File: config.mk
export PLATFORM = sky130hd
export DESIGN_NAME = host_bridge_suspend_resume
export DESIGN_NICKNAME = d
export VERILOG_FILES = /design/src/logic/suspend_resume_pkg.sv /design/src/logic/host_bridge_suspend_resume.sv /design/src/logic/sync_edge.sv
export SDC_FILE = /design/constraint.sdc
export NUM_CORES = 1
export LEC_CHECK = 0
export BUFFER_PORTS_ARGS = -buffer_cell sky130_fd_sc_hd__buf_2
export CAP_MARGIN = 20
export CORE_MARGIN = 1.5
export CORE_UTILIZATION = 47
export CTS_CLUSTER_SIZE = 10
export DETAILED_ROUTE_END_ITERATION = 16
export SYNTH_ARGS = -nofsm -noshare
export SYNTH_HDL_FRONTEND = slang
export SYNTH_HIERARCHICAL = 1
export SYNTH_SLANG_ARGS = --single-unit
export TNS_END_PERCENT = 50
File: constraint.sdc
create_clock -name i_mclk -period 2.4 [get_ports i_mclk]
set_input_delay 0.12 -clock i_mclk [delete_from_list [all_inputs] [get_ports i_mclk]]
set_output_delay 0.12 -clock i_mclk [all_outputs]
set_load 0.02 [all_outputs]
File: src/logic/suspend_resume_pkg.sv
// Package with constants and carriers for the suspend/resume sequencer.
package suspend_resume_pkg;

   localparam int unsigned CLK_MHZ = 40;
   localparam int unsigned SUSPEND_WINDOW_US = 32;
   localparam int unsigned CPU_RESET_MS = 1;
   localparam int unsigned RESUME_BUFFER_HCLK = 2;
   localparam int unsigned CPU_RESET_LATE_HCLK = 4;
   // Suspend actions finish well inside the 32 us window; a small step count is used.
   localparam int unsigned SUSPEND_STEPS = 8;
   localparam int unsigned SUSPEND_WINDOW_CYC = SUSPEND_WINDOW_US * CLK_MHZ;
   localparam int unsigned CPU_RESET_CYC = CPU_RESET_MS * 1000 * CLK_MHZ;
   localparam int unsigned TIMER_W = 16;

   localparam logic RST_NREF = 1'b1;

   typedef enum logic [3:0]
   {
      ST_RUN = 4'h1,
      ST_ENTER = 4'h2,
      ST_SUSP = 4'h4,
      ST_RESUME = 4'h8
   } seq_state_e;

   // Static pin levels held while suspended.
   typedef struct packed
   {
      logic row_cs_n;
      logic col_dqm_n;
      logic clock_enable;
      logic global_clock_enable;
      logic sdram_row_strobe_n;
      logic sdram_column_strobe_n;
      logic write_enable_n;
   } mem_pins_s;

   // Configuration strap inputs.
   typedef struct packed
   {
      logic sdram_mode;
      logic edo_self_refresh;
      logic processor_reset_on_resume_en;
   } cfg_s;

endpackage

File: src/logic/host_bridge_suspend_resume.sv
// Suspend/resume sequencer: refresh mode, buffer isolation, resets and suspend pin levels.
`timescale 1ns/1ps
module host_bridge_suspend_resume
#(
   parameter int unsigned CPU_RESET_CYCLES = suspend_resume_pkg::CPU_RESET_CYC
)
(
   input wire logic i_mclk,
   input wire logic i_rstn,
   input wire logic i_suspend_status_n,
   input wire logic i_pci_reset_n,
   input wire logic i_bridge_power_good,
   input wire suspend_resume_pkg::cfg_s i_cfg,
   input wire logic i_self_refresh_done,
   input wire logic i_cycle_active,
   output logic o_processor_reset_n,
   output logic o_internal_reset_n,
   output logic o_normal_refresh_enable,
   output logic o_suspend_refresh,
   output logic o_buffers_isolated,
   output suspend_resume_pkg::mem_pins_s o_mem_pins,
   output logic o_mem_pins_forced,
   output logic o_bank_b_addr_oe_n,
   output logic o_memory_data_oe_n
);
   import suspend_resume_pkg::*;

   localparam int unsigned STEP_CYC = SUSPEND_STEPS;

   logic sus_n;
   logic sus_fall;
   logic sus_rise;
   logic pci_n;
   logic pci_fall;
   logic pci_rise;
   logic pg_meta_r;
   logic pg_r;

   // Edge detection on both partner-driven inputs.
   sync_edge u_sus
   (
      .i_mclk(i_mclk),
      .i_rstn(i_rstn),
      .i_async(i_suspend_status_n),
      .o_level(sus_n),
      .o_fall(sus_fall),
      .o_rise(sus_rise)
   );

   sync_edge u_pci
   (
      .i_mclk(i_mclk),
      .i_rstn(i_rstn),
      .i_async(i_pci_reset_n),
      .o_level(pci_n),
      .o_fall(pci_fall),
      .o_rise(pci_rise)
   );

   always_ff @(posedge i_mclk or negedge i_rstn)
   begin
      if (!i_rstn)
      begin
         pg_meta_r <= 1'b0;
         pg_r <= 1'b0;
      end
      else
      begin
         pg_meta_r <= i_bridge_power_good;
         pg_r <= pg_meta_r;
      end
   end

   seq_state_e state_r;
   seq_state_e state_nxt;
   logic [TIMER_W-1:0] step_r;
   logic [TIMER_W-1:0] step_nxt;
   logic nref_r;
   logic nref_nxt;
   logic srf_r;
   logic srf_nxt;
   logic iso_r;
   logic iso_nxt;
   logic irst_n_r;
   logic irst_n_nxt;
   logic [31:0] crst_cnt_r;
   logic [31:0] crst_cnt_nxt;
   logic crst_n_r;
   logic crst_n_nxt;
   logic hard_reset;

   // Synchronised partner resets force processor reset in the next clock.
   assign hard_reset = ~pg_r | ~pci_n | pci_fall;

   always_comb
   begin
      state_nxt = state_r;
      step_nxt = step_r;
      nref_nxt = nref_r;
      srf_nxt = srf_r;
      iso_nxt = iso_r;
      irst_n_nxt = 1'b1;
      unique case (state_r)
         ST_RUN:
         begin
            if (sus_fall && pci_n)
            begin
               state_nxt = ST_ENTER;
               step_nxt = '0;
               srf_nxt = 1'b1;
               nref_nxt = 1'b0;
            end
         end
         ST_ENTER:
         begin
            // Refresh switch first, then isolation, both well under 32 us.
            step_nxt = step_r + 1'b1;
            srf_nxt = 1'b1;
            nref_nxt = 1'b0;
            if (step_r == TIMER_W'(STEP_CYC - 1))
            begin
               iso_nxt = 1'b1;
               state_nxt = ST_SUSP;
            end
         end
         ST_SUSP:
         begin
            if (sus_rise)
            begin
               // Buffers back one clock after the detected edge.
               iso_nxt = 1'b0;
               state_nxt = ST_RESUME;
               if (!pci_n)
               begin
                  irst_n_nxt = 1'b0;
               end
            end
         end
         ST_RESUME:
         begin
            state_nxt = ST_RUN;
            if (pci_n)
            begin
               srf_nxt = 1'b0;
               nref_nxt = 1'b1;
            end
         end
         default:
         begin
            state_nxt = ST_RUN;
         end
      endcase
   end

   always_comb
   begin
      crst_cnt_nxt = crst_cnt_r;
      crst_n_nxt = crst_n_r;
      if (hard_reset)
      begin
         crst_n_nxt = 1'b0;
         crst_cnt_nxt = CPU_RESET_CYCLES;
      end
      else if (state_r == ST_SUSP && sus_rise && i_cfg.processor_reset_on_resume_en)
      begin
         crst_n_nxt = 1'b0;
         crst_cnt_nxt = CPU_RESET_CYCLES;
      end
      else if (!crst_n_r)
      begin
         // Count down the 1 ms hold after PCI reset release or resume.
         if (crst_cnt_r <= 32'h00000001)
         begin
            crst_n_nxt = 1'b1;
            crst_cnt_nxt = '0;
         end
         else
         begin
            crst_cnt_nxt = crst_cnt_r - 32'h00000001;
         end
      end
   end

   always_ff @(posedge i_mclk or negedge i_rstn)
   begin
      if (!i_rstn)
      begin
         state_r <= ST_RUN;
         step_r <= '0;
         nref_r <= RST_NREF;
         srf_r <= 1'b0;
         iso_r <= 1'b0;
         irst_n_r <= 1'b0;
         crst_cnt_r <= '0;
         crst_n_r <= 1'b0;
      end
      else
      begin
         state_r <= state_nxt;
         step_r <= step_nxt;
         nref_r <= nref_nxt;
         srf_r <= srf_nxt;
         iso_r <= iso_nxt;
         irst_n_r <= irst_n_nxt;
         crst_cnt_r <= crst_cnt_nxt;
         crst_n_r <= crst_n_nxt;
      end
   end

   mem_pins_s pins_nxt;
   mem_pins_s pins_r;
   logic forced_nxt;
   logic forced_r;
   logic ba_oe_n_r;
   logic md_oe_n_r;

   always_comb
   begin
      pins_nxt = '{row_cs_n: 1'b1, col_dqm_n: 1'b1, clock_enable: 1'b1, global_clock_enable: 1'b1,
                   sdram_row_strobe_n: 1'b1, sdram_column_strobe_n: 1'b1, write_enable_n: 1'b1};
      forced_nxt = 1'b0;
      if (iso_r)
      begin
         // SDRAM levels first, EDO the opposite; write enables high.
         pins_nxt.clock_enable = ~i_cfg.sdram_mode;
         pins_nxt.global_clock_enable = ~i_cfg.sdram_mode;
         pins_nxt.sdram_row_strobe_n = ~i_cfg.sdram_mode;
         pins_nxt.sdram_column_strobe_n = i_cfg.sdram_mode;
         pins_nxt.write_enable_n = 1'b1;
         if (i_cfg.sdram_mode)
         begin
            forced_nxt = i_self_refresh_done;
         end
         else if (i_cfg.edo_self_refresh)
         begin
            pins_nxt.row_cs_n = 1'b0;
            pins_nxt.col_dqm_n = 1'b0;
            forced_nxt = 1'b1;
         end
      end
   end

   always_ff @(posedge i_mclk or negedge i_rstn)
   begin
      if (!i_rstn)
      begin
         pins_r <= '1;
         forced_r <= 1'b0;
         ba_oe_n_r <= 1'b1;
         md_oe_n_r <= 1'b1;
      end
      else
      begin
         pins_r <= pins_nxt;
         forced_r <= forced_nxt;
         ba_oe_n_r <= ~irst_n_r;
         md_oe_n_r <= i_cycle_active;
      end
   end

   assign o_processor_reset_n = crst_n_r;
   assign o_internal_reset_n = irst_n_r;
   assign o_normal_refresh_enable = nref_r;
   assign o_suspend_refresh = srf_r;
   assign o_buffers_isolated = iso_r;
   assign o_mem_pins = pins_r;
   assign o_mem_pins_forced = forced_r;
   assign o_bank_b_addr_oe_n = ba_oe_n_r;
   assign o_memory_data_oe_n = md_oe_n_r;
endmodule // host_bridge_suspend_resume

File: src/logic/sync_edge.sv
// Two-flop synchroniser with edge detection for one active-low input.
`timescale 1ns/1ps
module sync_edge
(
   input wire logic i_mclk,
   input wire logic i_rstn,
   input wire logic i_async,
   output logic o_level,
   output logic o_fall,
   output logic o_rise
);
   logic meta_r;
   logic sync_r;
   logic prev_r;

   always_ff @(posedge i_mclk or negedge i_rstn)
   begin
      if (!i_rstn)
      begin
         meta_r <= 1'b1;
         sync_r <= 1'b1;
         prev_r <= 1'b1;
      end
      else
      begin
         meta_r <= i_async;
         sync_r <= meta_r;
         prev_r <= sync_r;
      end
   end

   assign o_level = sync_r;
   assign o_fall = prev_r & ~sync_r;
   assign o_rise = ~prev_r & sync_r;
endmodule // sync_edge

### Yosys cells after proc, flatten, opt, wreduce, memory -nomap -nowiden

Cells that the tools add are included.
W data, S select, Z words.

* add/subtract/negate cells: 2
* magnitude comparators: 1
* eq/ne operators: 10
* muxes and demuxes: 32
* bitwise gates (word level): 11
* reductions and logical operators: 10

Operators by type and width (number)
* $mux W32: 4
* $le A32 B1 Y1 const B: 1
* $pmux W16 S2: 1
* $sub A32 B1 Y32 const B: 1
* $add A16 B1 Y16 const B: 1
* $eq A16 B3 Y1 const B: 1
* $mux W1: 16
* $mux W16: 1
* $mux W4: 3
* $pmux W4 S3: 1
* $reduce_and A3 Y1: 3
* $mux W7: 1
* $ne A2 B2 Y1 const B: 3
* $not A1 Y1: 6
* $pmux W1 S3: 2
* $eq A4 B1 Y1 const B: 1
* $eq A4 B2 Y1 const B: 1
* $eq A4 B3 Y1 const B: 1
* $eq A4 B4 Y1 const B: 1
* $mux W2: 2
* $reduce_bool A2 Y1: 2
* $and A1 B1 Y1: 3
* $logic_and A1 B1 Y1: 3
* $ne A3 B1 Y1 const B: 1
* 5 further kinds: 6

* register bits: 75
* bits of input ports: 10
* output and inout port bits: 15
* logic and storage cells: 92

### Longest topological paths before layout

Gate-level depths: netlist (run 1).

* depth in word-level cells: 6
* depth in mapped cells: 8
* depth with buffers taken out: 7

### By module

The synthesis (run 1) kept the hierarchy.

Modules (own cells, without submodules)
* host_bridge_suspend_resume: instances 1, cells an instance 343, area each 3256.9 µm², seq. area each 1635.3 µm²
* sync_edge: instances 2, cells an instance 5, area each 93.8 µm², seq. area each 78.8 µm²

### Worst setup path after synthesis (run 1)

Ideal clock, no wire load.

* path type: register to register
* start: reg crst_cnt_r[18]
* end: reg crst_cnt_r[28]
* library setup time: 0.130 ns
* data arrival time: 2.036 ns
* required time: 2.270 ns
* slack: 0.234 ns
* stages on the path, launching flop included: 8
* buffers on the path: 2
* clock period less this slack: 2.166 ns
* cells stage by stage: dfrtp_1 or4_1 buf_2 nor4_4 nand4_2 o21ai_2 buf_4 a21oi_1

* word-level cells in the longest chain between the ends: 5
* elaborated cells on any way between the ends: 6
* those cells by class: add/sub (1); order compare (1); mux (4)

Ends and longest elaborated chain
* start, declared: line host_bridge_suspend_resume.sv:86 `logic [31:0] crst_cnt_r;`
* start signal, assigned: line host_bridge_suspend_resume.sv:205 `crst_cnt_r <= crst_cnt_nxt;`
* $sub A32 B1 Y32 or $le A32 B1 Y1 (tied branches): line host_bridge_suspend_resume.sv:179, host_bridge_suspend_resume.sv:172
* $mux W32 (*): line host_bridge_suspend_resume.sv:172 `if (crst_cnt_r <= 32'h00000001)`
* $mux W32 (*): line host_bridge_suspend_resume.sv:169 `else if (!crst_n_r)`
* $mux W32 (*): line host_bridge_suspend_resume.sv:164 `else if (state_r == ST_SUSP && sus_rise && i_cfg.processor_reset_on_resume_en)`
* $mux W32 (*): line host_bridge_suspend_resume.sv:159 `if (hard_reset)`

Mark *: on every way between the ends. The rest lies on a longest branch, timed or not. The select of a mux whose other input is x is not followed.
A chain may end at the register's enable or synchronous reset.

### Worst setup path after layout (run 1)

* start: reg crst_cnt_r[22]
* end: reg crst_cnt_r[28]

The elaborated chain is that of the path after synthesis.

==> qor.csv, run 1 <==
stage;metric;value;unit
timing;crit path time final;2.213;ns
synth;synthesized netlist net count;365;
final_layout;Final #Nets;405;
detailed_routing;number of routed nets with antenna violations;0;
worst_setup_path;worst path cell trace;or4_1 > nor4_4 > buf_4 > nand2_1 > or4_1 > a21oi_1;
grt;first-pass GRT wire length;12010;um
placed_design;cell total after placement;469;
final_layout;share of cells above drive strength 1;19.65;%
floorplanning;starting density of the core;49.48;%
grt;maximum number of pins on one net before global-route repair;72;
worst_setup_path;cell family with the largest share of critical-path delay;simple AND/OR/NAND/NOR gates;
final_layout;antenna cell count;0;
timing;worst hold slack after final layout;-0.03066;ns
grt;met3 capacity usage during global routing;5.037;%
timing;RSZ-0062 raised after global routing;no;
clock_network;clk sink count;71;
floorplanning;core footprint;6944;um^2
detailed_routing;number of DRC violations after detailed routing;0;
placed_design;total half-perimeter wirelength after legalization and detailed placement;4690;um
final_layout;post-route non-filler standard cell count;493;
worst_setup_path;number of gates on the worst path with buffers counted;6;
power;IR drop worst, VDD;0.2959;mV
grt;busiest layer in global routing;met2;
timing;Worst-Margin Slew;0.8756;ns
timing;achievable frequency;0.4520;GHz
power;leakage power total;0.001744;uW
floorplanning;y dimension of the die;88.50;um
detailed_routing;first-iteration detailed-routing DRC count;152;
worst_setup_path;Max stage delay on crit path;0.60;ns
power;total power consumption of the routed design;2718;uW
grt;vias in the first global route;2522;
grt;met2 usage;29.91;%
worst_setup_path;worst setup path category;register to register;
placed_design;port bufs;23;
worst_setup_path;CP arrival;2.48;ns
detailed_routing;count of vias placed by the detailed router;2736;
worst_setup_path;worst r2r path cells;6;
outcome;status;complete, but fails checks;
grt;met1 capacity usage during global routing;28.29;%
floorplanning;total die area;7832;um^2
detailed_routing;First-pass DRT Iterations;4;
synth;Post-Synthesis Cell Area;3436;um^2
worst_setup_path;nature of the critical path startpoint;register;
timing;headroom to the max-slew limit;41.62;%
clock_network;clock tree from TritonCTS;yes;
grt;GR Util All Layers;19.84;%
clock_network;clock tree root buffer cell;clkbuf_8;
clock_network;Clock Latency Late Sink;0.34;ns
min_path;worst min-delay path category;input port to async pin;
worst_setup_path;critical path required time;2.66;ns
placed_design;Final GP Congestion;0.8098;
timing;count of final max-slew check failures;0;
synth;Yosys Warn Count;6;
worst_setup_path;crit path from;crst_cnt_r[22];
outcome;violations in the final reports;hold timing;
timing;Hold Vio Cnt, Final;18;
synth;mean instance size in the synthesized netlist;9.761;um^2
worst_setup_path;launch point of the worst reg-to-reg path;crst_cnt_r[22];
power;Power Density;671.2;nW/um^2
detailed_routing;routed len/inst;14.41;um
timing;part of the cycle the worst path needs;92.19;%
clock_network;number of clock buffers inserted by TritonCTS;9;
final_layout;post-layout util;58.32;%
clock_network;post-CTS clock slew at the launch and capture registers of the worst setup and hold paths;0.07;ns
grt;Congestion Overflow GR;0;
worst_setup_path;maximum fanout count along the critical path;6;
floorplanning;width of the chip;88.50;um
timing;aggregate negative setup slack;0;ns
final_layout;area overhead of the layout relative to synthesis;17.88;%
clock_network;number of buffers on the longest clock path;2;
timing;post-route clock skew;0.007247;ns
clock_network;level count of the clock H-tree;3;
worst_setup_path;nature of the critical path endpoint;register;
worst_setup_path;Buffers & Inverters on Critical Path;1;
floorplanning;number of top-level design ports;25;
worst_setup_path;cell with the most instances on the worst path;or4_1;
job;maximum capacitance violations;0;
worst_setup_path;Critical Path Slowest Stage Cell;or4_1;
grt;antenna violations before repair;0;
detailed_routing;wire length after detailed routing;7103;um
synth;number of cells produced by synthesis;352;
timing;Final setup violation count;0;
detailed_routing;ratio of routed vias to standard cells;5.550;
floorplanning;number of cell rows;30;
-- metal layers --
| metal | routed length, um | vias up |
|---|---|---|
| met2 | 3184 | 49 |
| met4 | 90 | 0 |
| met1 | 3570 | 1328 |
| met3 | 258 | 9 |
| li1 | - | 1350 |
| met5 | 0 | - |
-- report_power, final --
part | switching [uW] | total (uW) | internal [uW]
clock network | 446 | 1190 | 747
registers | 47.2 | 1290 | 1240
logic | 130 | 234 | 103
-- state kept, by name, summed over array words and instances (netlist names) --
name and count:
u_sus/meta_r 1, o_internal_reset_n 1, u_pci/meta_r 1, o_mem_pins_forced 1, pg_r 1, u_pci/o_level 1
state_r 4, step_r 16, u_sus/o_level 1, o_memory_data_oe_n 1, crst_cnt_r 32, pg_meta_r 1
o_suspend_refresh 1, u_pci/prev_r 1, o_buffers_isolated 1, u_sus/prev_r 1, o_normal_refresh_enable 1, o_mem_pins 3
o_processor_reset_n 1, o_bank_b_addr_oe_n 1
-- cell usage in the layout, fill, tap and decap left out, types with 2 or more instances in the layout --
cell type      instances
nand4_1               15
o211ai_1               6
o21ai_0               22
or4_1                  7
buf_2                 23
ha_1                   3
o31ai_1                9
nand3b_1               2
nand2_1               27
nand3_1               14
clkbuf_8              11
nor2b_1                7
xor2_1                18
or3_1                  7
buf_4                 16
inv_1                  4
nand4b_1               6
nor3_1                18
bufinv_16              3
and3_1                 6
a31oi_1                3
dfrtp_1               58
nor4_1                 4
a21oi_1               19
dlygate4sd3_1          7
nor2_1                39
and4_1                 2
dfstp_2               13
nand2b_1               3
-- per-stage QoR --
stage	hold WS, ns	setup WS [ns]	cell area (um^2)
2_1_floorplan	-0.1756	0.2343	3436
3_3_place_gp	0.2245	0.2140	3712
3_5_place_dp	0.2266	0.1550	3712
4_1_cts	0.01116	0.1414	4038
5_1_grt	0.04494	0.04099	4050
6_report	-0.03066	0.1875	4050
-- final timing paths --
check                           slack [ns]                end
worst min register to register        0.36               pg_r
worst max-delay path                  0.19     crst_cnt_r[28]
worst max register to register        0.19     crst_cnt_r[28]
worst min-delay path                 -0.03  o_mem_pins_forced
min in group i_mclk                   0.36               pg_r
max in group asynchronous             1.86          step_r[9]
-- worst register-to-register path, stage by stage, from the launching register on --
cell     delay (ns)
dfrtp_1        0.41
or4_1          0.60
nor4_4         0.23
buf_4          0.18
nand2_1        0.06
or4_1          0.50
a21oi_1        0.17
-- timing repair --
item	in CTS	in global routing
gates resized for setup	0	1
hold endpoints to repair	7	0
setup buffers	0	1
hold buffers	7	0
endpoints found under the setup margin	0	24
-- final cells by class --
class	instances	area, um^2
timing repair buffer	47	325.3
tap	96	120.1
clock buffer	11	151.4
multi-input combinational	259	1541
inverter	4	15.01
sequential	71	1793
clock inverter	5	103.9
fill	619	2894
Note: power is estimated with default switching activity, not from simulation.
==> run 2: changes to the inputs <==
MAX_ROUTING_LAYER = met4   (was unset)
==> qor.csv, run 2 (synthesis results as in run 1) <==
stage;metric;value;unit
outcome;status;complete, but fails checks;
outcome;violations in the final reports;hold timing;
placed_design;total half-perimeter wirelength after legalization and detailed placement;4690;um
clock_network;level count of the clock H-tree;3;
final_layout;Largest register FFs;32;
final_layout;count of filler cells inserted in the layout;619;
clock_network;number of clock buffers inserted by TritonCTS;9;
timing;achievable frequency;0.4533;GHz
timing;Hold Vio Cnt, Final;17;
timing;part of the cycle the worst path needs;91.93;%
detailed_routing;routed len/inst;14.36;um
power;Power Density;671.0;nW/um^2
final_layout;design area;4050;um^2
detailed_routing;count of vias placed by the detailed router;2735;
floorplanning;width of the chip;88.50;um
final_layout;antenna cell count;0;
worst_setup_path;setup slack of the worst register-to-register path;0.19;ns
final_layout;Final #Nets;405;
timing;crit path time final;2.206;ns
final_layout;share of cells above drive strength 1;19.65;%
floorplanning;total die area;7832;um^2
final_layout;Largest Register;crst_cnt_r;
worst_setup_path;CP arrival;2.48;ns
floorplanning;starting density of the core;49.48;%
grt;GR Util All Layers;20.45;%
power;total power consumption of the routed design;2718;uW
worst_setup_path;maximum fanout count along the critical path;6;
clock_network;clock tree from TritonCTS;yes;
floorplanning;number of top-level design ports;25;
detailed_routing;number of routed nets with antenna violations;0;
placed_design;Cell Area, Placed;3712;um^2
min_path;worst min-delay path category;input port to async pin;
final_layout;post-layout util;58.32;%
floorplanning;core footprint;6944;um^2
worst_setup_path;critical path required time;2.67;ns
clock_network;post-CTS clock slew at the launch and capture registers of the worst setup and hold paths;0.08;ns
final_layout;area overhead of the layout relative to synthesis;17.88;%
timing;count of final max-slew check failures;0;
timing;worst hold slack after final layout;-0.03100;ns
placed_design;Final GP Congestion;0.8217;
grt;vias in the first global route;2526;
clock_network;number of buffers on the longest clock path;2;
final_layout;commonest non-fill, non-tap cell in the layout;dfrtp_1;
clock_network;clk sink count;71;
timing;RSZ-0062 raised after global routing;no;
detailed_routing;First-pass DRT Iterations;4;
detailed_routing;ratio of routed vias to standard cells;5.548;
placed_design;post-placement worst setup slack;0.1550;ns
grt;antenna violations before repair;0;
power;leakage power total;0.001744;uW
timing;Worst-Margin Slew;0.8751;ns
detailed_routing;number of DRC violations after detailed routing;0;
power;IR drop worst, VDD;0.2951;mV
clock_network;Clock Latency Late Sink;0.34;ns
floorplanning;number of cell rows;30;
detailed_routing;first-iteration detailed-routing DRC count;150;
final_layout;commonest non-fill, non-tap cells in the layout;dfrtp_1, nor2_1, nand2_1, buf_2, o21ai_0;
timing;setup slack of the critical path after layout;0.1938;ns
floorplanning;y dimension of the die;88.50;um
grt;maximum number of pins on one net before global-route repair;72;
grt;Congestion Overflow GR;0;
job;maximum capacitance violations;0;
timing;headroom to the max-slew limit;41.66;%
timing;aggregate negative setup slack;0;ns
worst_setup_path;nature of the critical path startpoint;register;
detailed_routing;wire length after detailed routing;7078;um
clock_network;clock tree root buffer cell;clkbuf_8;
final_layout;Regs by FF count;crst_cnt_r x32, step_r x16, state_r x4;
grt;first-pass GRT wire length;12000;um
timing;post-route clock skew;0.005986;ns
placed_design;port bufs;23;
worst_setup_path;nature of the critical path endpoint;register;
timing;Final setup violation count;0;
worst_setup_path;worst setup path category;register to register;
[run 2: worst max-delay path: stages (launching register included)]
cell	delay (ns)
dfrtp_1	0.39
or4_1	0.65
nor2_2	0.26
nand3_1	0.24
or4_1	0.45
a21oi_1	0.15
[run 2: through the flow]
step	hold WS, ns	instances
2_1_floorplan	-0.1756	352
6_report	-0.03100	493
3_5_place_dp	0.2266	469
5_1_grt	0.04494	493
4_1_cts	0.01116	492
3_3_place_gp	0.2245	469
[run 2: final timing paths]
path	startpoint	end	depth (start not counted)
min in group i_mclk	pg_meta_r	pg_r	0
setup / recovery	crst_cnt_r[14]	crst_cnt_r[21]	5
setup reg to reg	crst_cnt_r[14]	crst_cnt_r[21]	5
hold / removal	i_rstn	o_mem_pins_forced	2
hold reg to reg	pg_meta_r	pg_r	0
max in group asynchronous	i_rstn	step_r[12]	2
[run 2: repair_timing]
item,in CTS,in global routing
gates resized for setup,0,1
endpoints found under the setup margin,0,24
buffers inserted,0,1
endpoints found under the hold margin,7,0
hold buffers,7,0
[run 2: layout make-up]
type | instances | area (um^2) | area share (%)
sequential | 71 | 1793 | 44.27
timing repair buffer | 47 | 325.3 | 8.032
inverter | 4 | 15.01 | 0.3707
clock inverter | 5 | 103.9 | 2.564
tap | 96 | 120.1 | 2.966
clock buffer | 11 | 151.4 | 3.738
multi-input combinational | 259 | 1541 | 38.06
[run 2: routing by layer]
metal	wire, um	vias up	global-route usage [%]
met2	3169	47	29.91
met1	3572	1329	28.23
li1	-	1350	-
met4	90	0	5.966
met5	0	-	-
met3	245	9	5.037
[run 2: where the power goes]
group          total (uW)  internal, uW  switching (uW)
logic                 234           103             130
clock network        1190           747             445
registers            1290          1240            47.2
total                2720          2090             623
==> run 3: changes to the inputs <==
CORE_MARGIN = 3   (was 1.5)
CORE_UTILIZATION = 45   (was 47)
==> qor.csv, run 3 (synthesis results as in run 1) <==
stage;metric;value;unit
clock_network;Clock Latency Late Sink;0.33;ns
grt;Congestion Overflow GR;0;
final_layout;commonest non-fill, non-tap cell in the layout;dfrtp_1;
grt;maximum number of pins on one net before global-route repair;72;
detailed_routing;First-pass DRT Iterations;4;
timing;aggregate negative setup slack;0;ns
detailed_routing;count of vias placed by the detailed router;2685;
clock_network;post-CTS setup-driven buffer insertion count;0;
grt;antenna violations before repair;0;
placed_design;total half-perimeter wirelength after legalization and detailed placement;4728;um
worst_setup_path;worst setup path category;register to register;
job;maximum capacitance violations;0;
final_layout;area overhead of the layout relative to synthesis;15.19;%
clock_network;clock tree root buffer cell;clkbuf_8;
detailed_routing;wire length after detailed routing;6979;um
timing;RSZ-0062 raised after global routing;no;
power;leakage power total;0.001693;uW
timing;headroom to the max-slew limit;41.02;%
worst_setup_path;critical path required time;2.65;ns
worst_setup_path;CP arrival;2.52;ns
timing;Final setup violation count;0;
power;IR drop worst, VDD;0.3169;mV
outcome;violations in the final reports;hold timing;
timing;Hold Vio Cnt, Final;11;
worst_setup_path;maximum fanout count along the critical path;6;
final_layout;Final #Nets;404;
power;total power consumption of the routed design;2363;uW
detailed_routing;routed len/inst;14.10;um
placed_design;Final GP Congestion;0.8209;
clock_network;number of clock buffers inserted by TritonCTS;9;
final_layout;Regs by FF count;crst_cnt_r x32, step_r x16, state_r x4;
detailed_routing;first-iteration detailed-routing DRC count;162;
min_path;worst min-delay path category;input port to async pin;
final_layout;share of cells above drive strength 1;19.19;%
worst_setup_path;nature of the critical path startpoint;register;
floorplanning;y dimension of the die;93.38;um
timing;crit path time final;2.265;ns
final_layout;post-layout util;53.99;%
outcome;status;complete, but fails checks;
floorplanning;number of cell rows;31;
worst_setup_path;nature of the critical path endpoint;register;
timing;part of the cycle the worst path needs;94.37;%
final_layout;antenna cell count;0;
placed_design;Cell Area, Placed;3711;um^2
detailed_routing;number of routed nets with antenna violations;0;
placed_design;cell total after placement;473;
clock_network;post-CTS clock slew at the launch and capture registers of the worst setup and hold paths;0.07;ns
power;Power Density;597.1;nW/um^2
floorplanning;width of the chip;93.38;um
final_layout;commonest non-fill, non-tap cells in the layout;dfrtp_1, nor2_1, nand2_1, buf_2, o21ai_0;
final_layout;Largest register FFs;32;
timing;Worst-Margin Slew;0.8848;ns
detailed_routing;ratio of routed vias to standard cells;5.424;
floorplanning;total die area;8720;um^2
timing;count of final max-slew check failures;0;
floorplanning;starting density of the core;46.87;%
final_layout;design area;3958;um^2
clock_network;clock tree from TritonCTS;yes;
final_layout;Largest Register;crst_cnt_r;
detailed_routing;number of DRC violations after detailed routing;0;
worst_setup_path;worst r2r path cells;5;
grt;vias in the first global route;2621;
floorplanning;core footprint;7331;um^2
timing;achievable frequency;0.4415;GHz
timing;worst hold slack after final layout;-0.01508;ns
clock_network;clk sink count;71;
timing;post-route clock skew;0.005196;ns
floorplanning;number of top-level design ports;25;
final_layout;post-route non-filler standard cell count;495;
grt;first-pass GRT wire length;12380;um
clock_network;number of buffers on the longest clock path;2;
clock_network;level count of the clock H-tree;3;
grt;GR Util All Layers;18.41;%
placed_design;port bufs;23;
## run 3: cell count changes in the layout (fill, tap and decap cells not counted)
cell,before,now
nor2_2,1,0
buf_12,1,0
nor2_4,0,1
buf_4,16,17
clkbuf_1,0,2
clkinvlp_4,0,1
dlygate4sd3_1,7,6
bufinv_16,3,0
clkinv_4,1,0
clkinv_2,1,2
## run 3: path summary, 6_finish.rpt
| kind | start | end | slack [ns] |
|---|---|---|---|
| hold / removal | i_rstn | o_mem_pins_forced | -0.02 |
| hold reg to reg | pg_meta_r | pg_r | 0.35 |
| setup reg to reg | crst_cnt_r[18] | crst_cnt_r[28] | 0.14 |
| setup / recovery | crst_cnt_r[18] | crst_cnt_r[28] | 0.14 |
| min in group i_mclk | i_self_refresh_done | o_mem_pins_forced | 0.03 |
| max in group asynchronous | i_rstn | crst_cnt_r[24] | 1.82 |
## run 3: final cells by class
type,instances,area [um^2]
multi-input cells,259,1546
flip-flops and latches,71,1793
clock buffers,13,158.9
fillers,687,3373
repair buffers,46,302.8
clock inverters,3,17.52
inverters,4,15.01
well taps,99,123.9
## run 3: per-layer routing
layer | global-route usage (%) | part of all wire [%] | wire, um | vias up
li1 | - | - | - | 1346
met1 | 24.08 | 49 | 3414 | 1287
met2 | 28.05 | 47 | 3269 | 46
met3 | 3.862 | 3.1 | 213 | 6
met4 | 7.448 | 1.2 | 81 | 0
met5 | - | 0 | 0 | -
## run 3: where the power goes
group | internal [uW] | switching (uW)
Clock | 429 | 412
Combinational | 101 | 128
Sequential | 1240 | 47.5
Total | 1780 | 588
## run 3: timing repair
action | in CTS | in global routing
hold buffers | 6 | 0
resized for setup | 0 | 2
setup endpoints to repair | 0 | 2
hold endpoints to repair | 7 | 0
## run 3: worst max-delay path: stages, from the launching register on
cell and delay [ns]:
dfrtp_1 0.40, or4_1 0.60, nor4_4 0.39, nand2_1 0.12
or4_1 0.51, a21oi_1 0.16
## run 3: stage by stage
| stage | hold slack (ns) | setup WS (ns) |
|---|---|---|
| 6_report | -0.01508 | 0.1350 |
| 5_1_grt | 0.02475 | 0.0007743 |
| 4_1_cts | 0.001522 | 0.1274 |
| 3_5_place_dp | 0.2269 | 0.1553 |
| 3_3_place_gp | 0.2255 | 0.1986 |
| 2_1_floorplan | -0.1756 | 0.2343 |
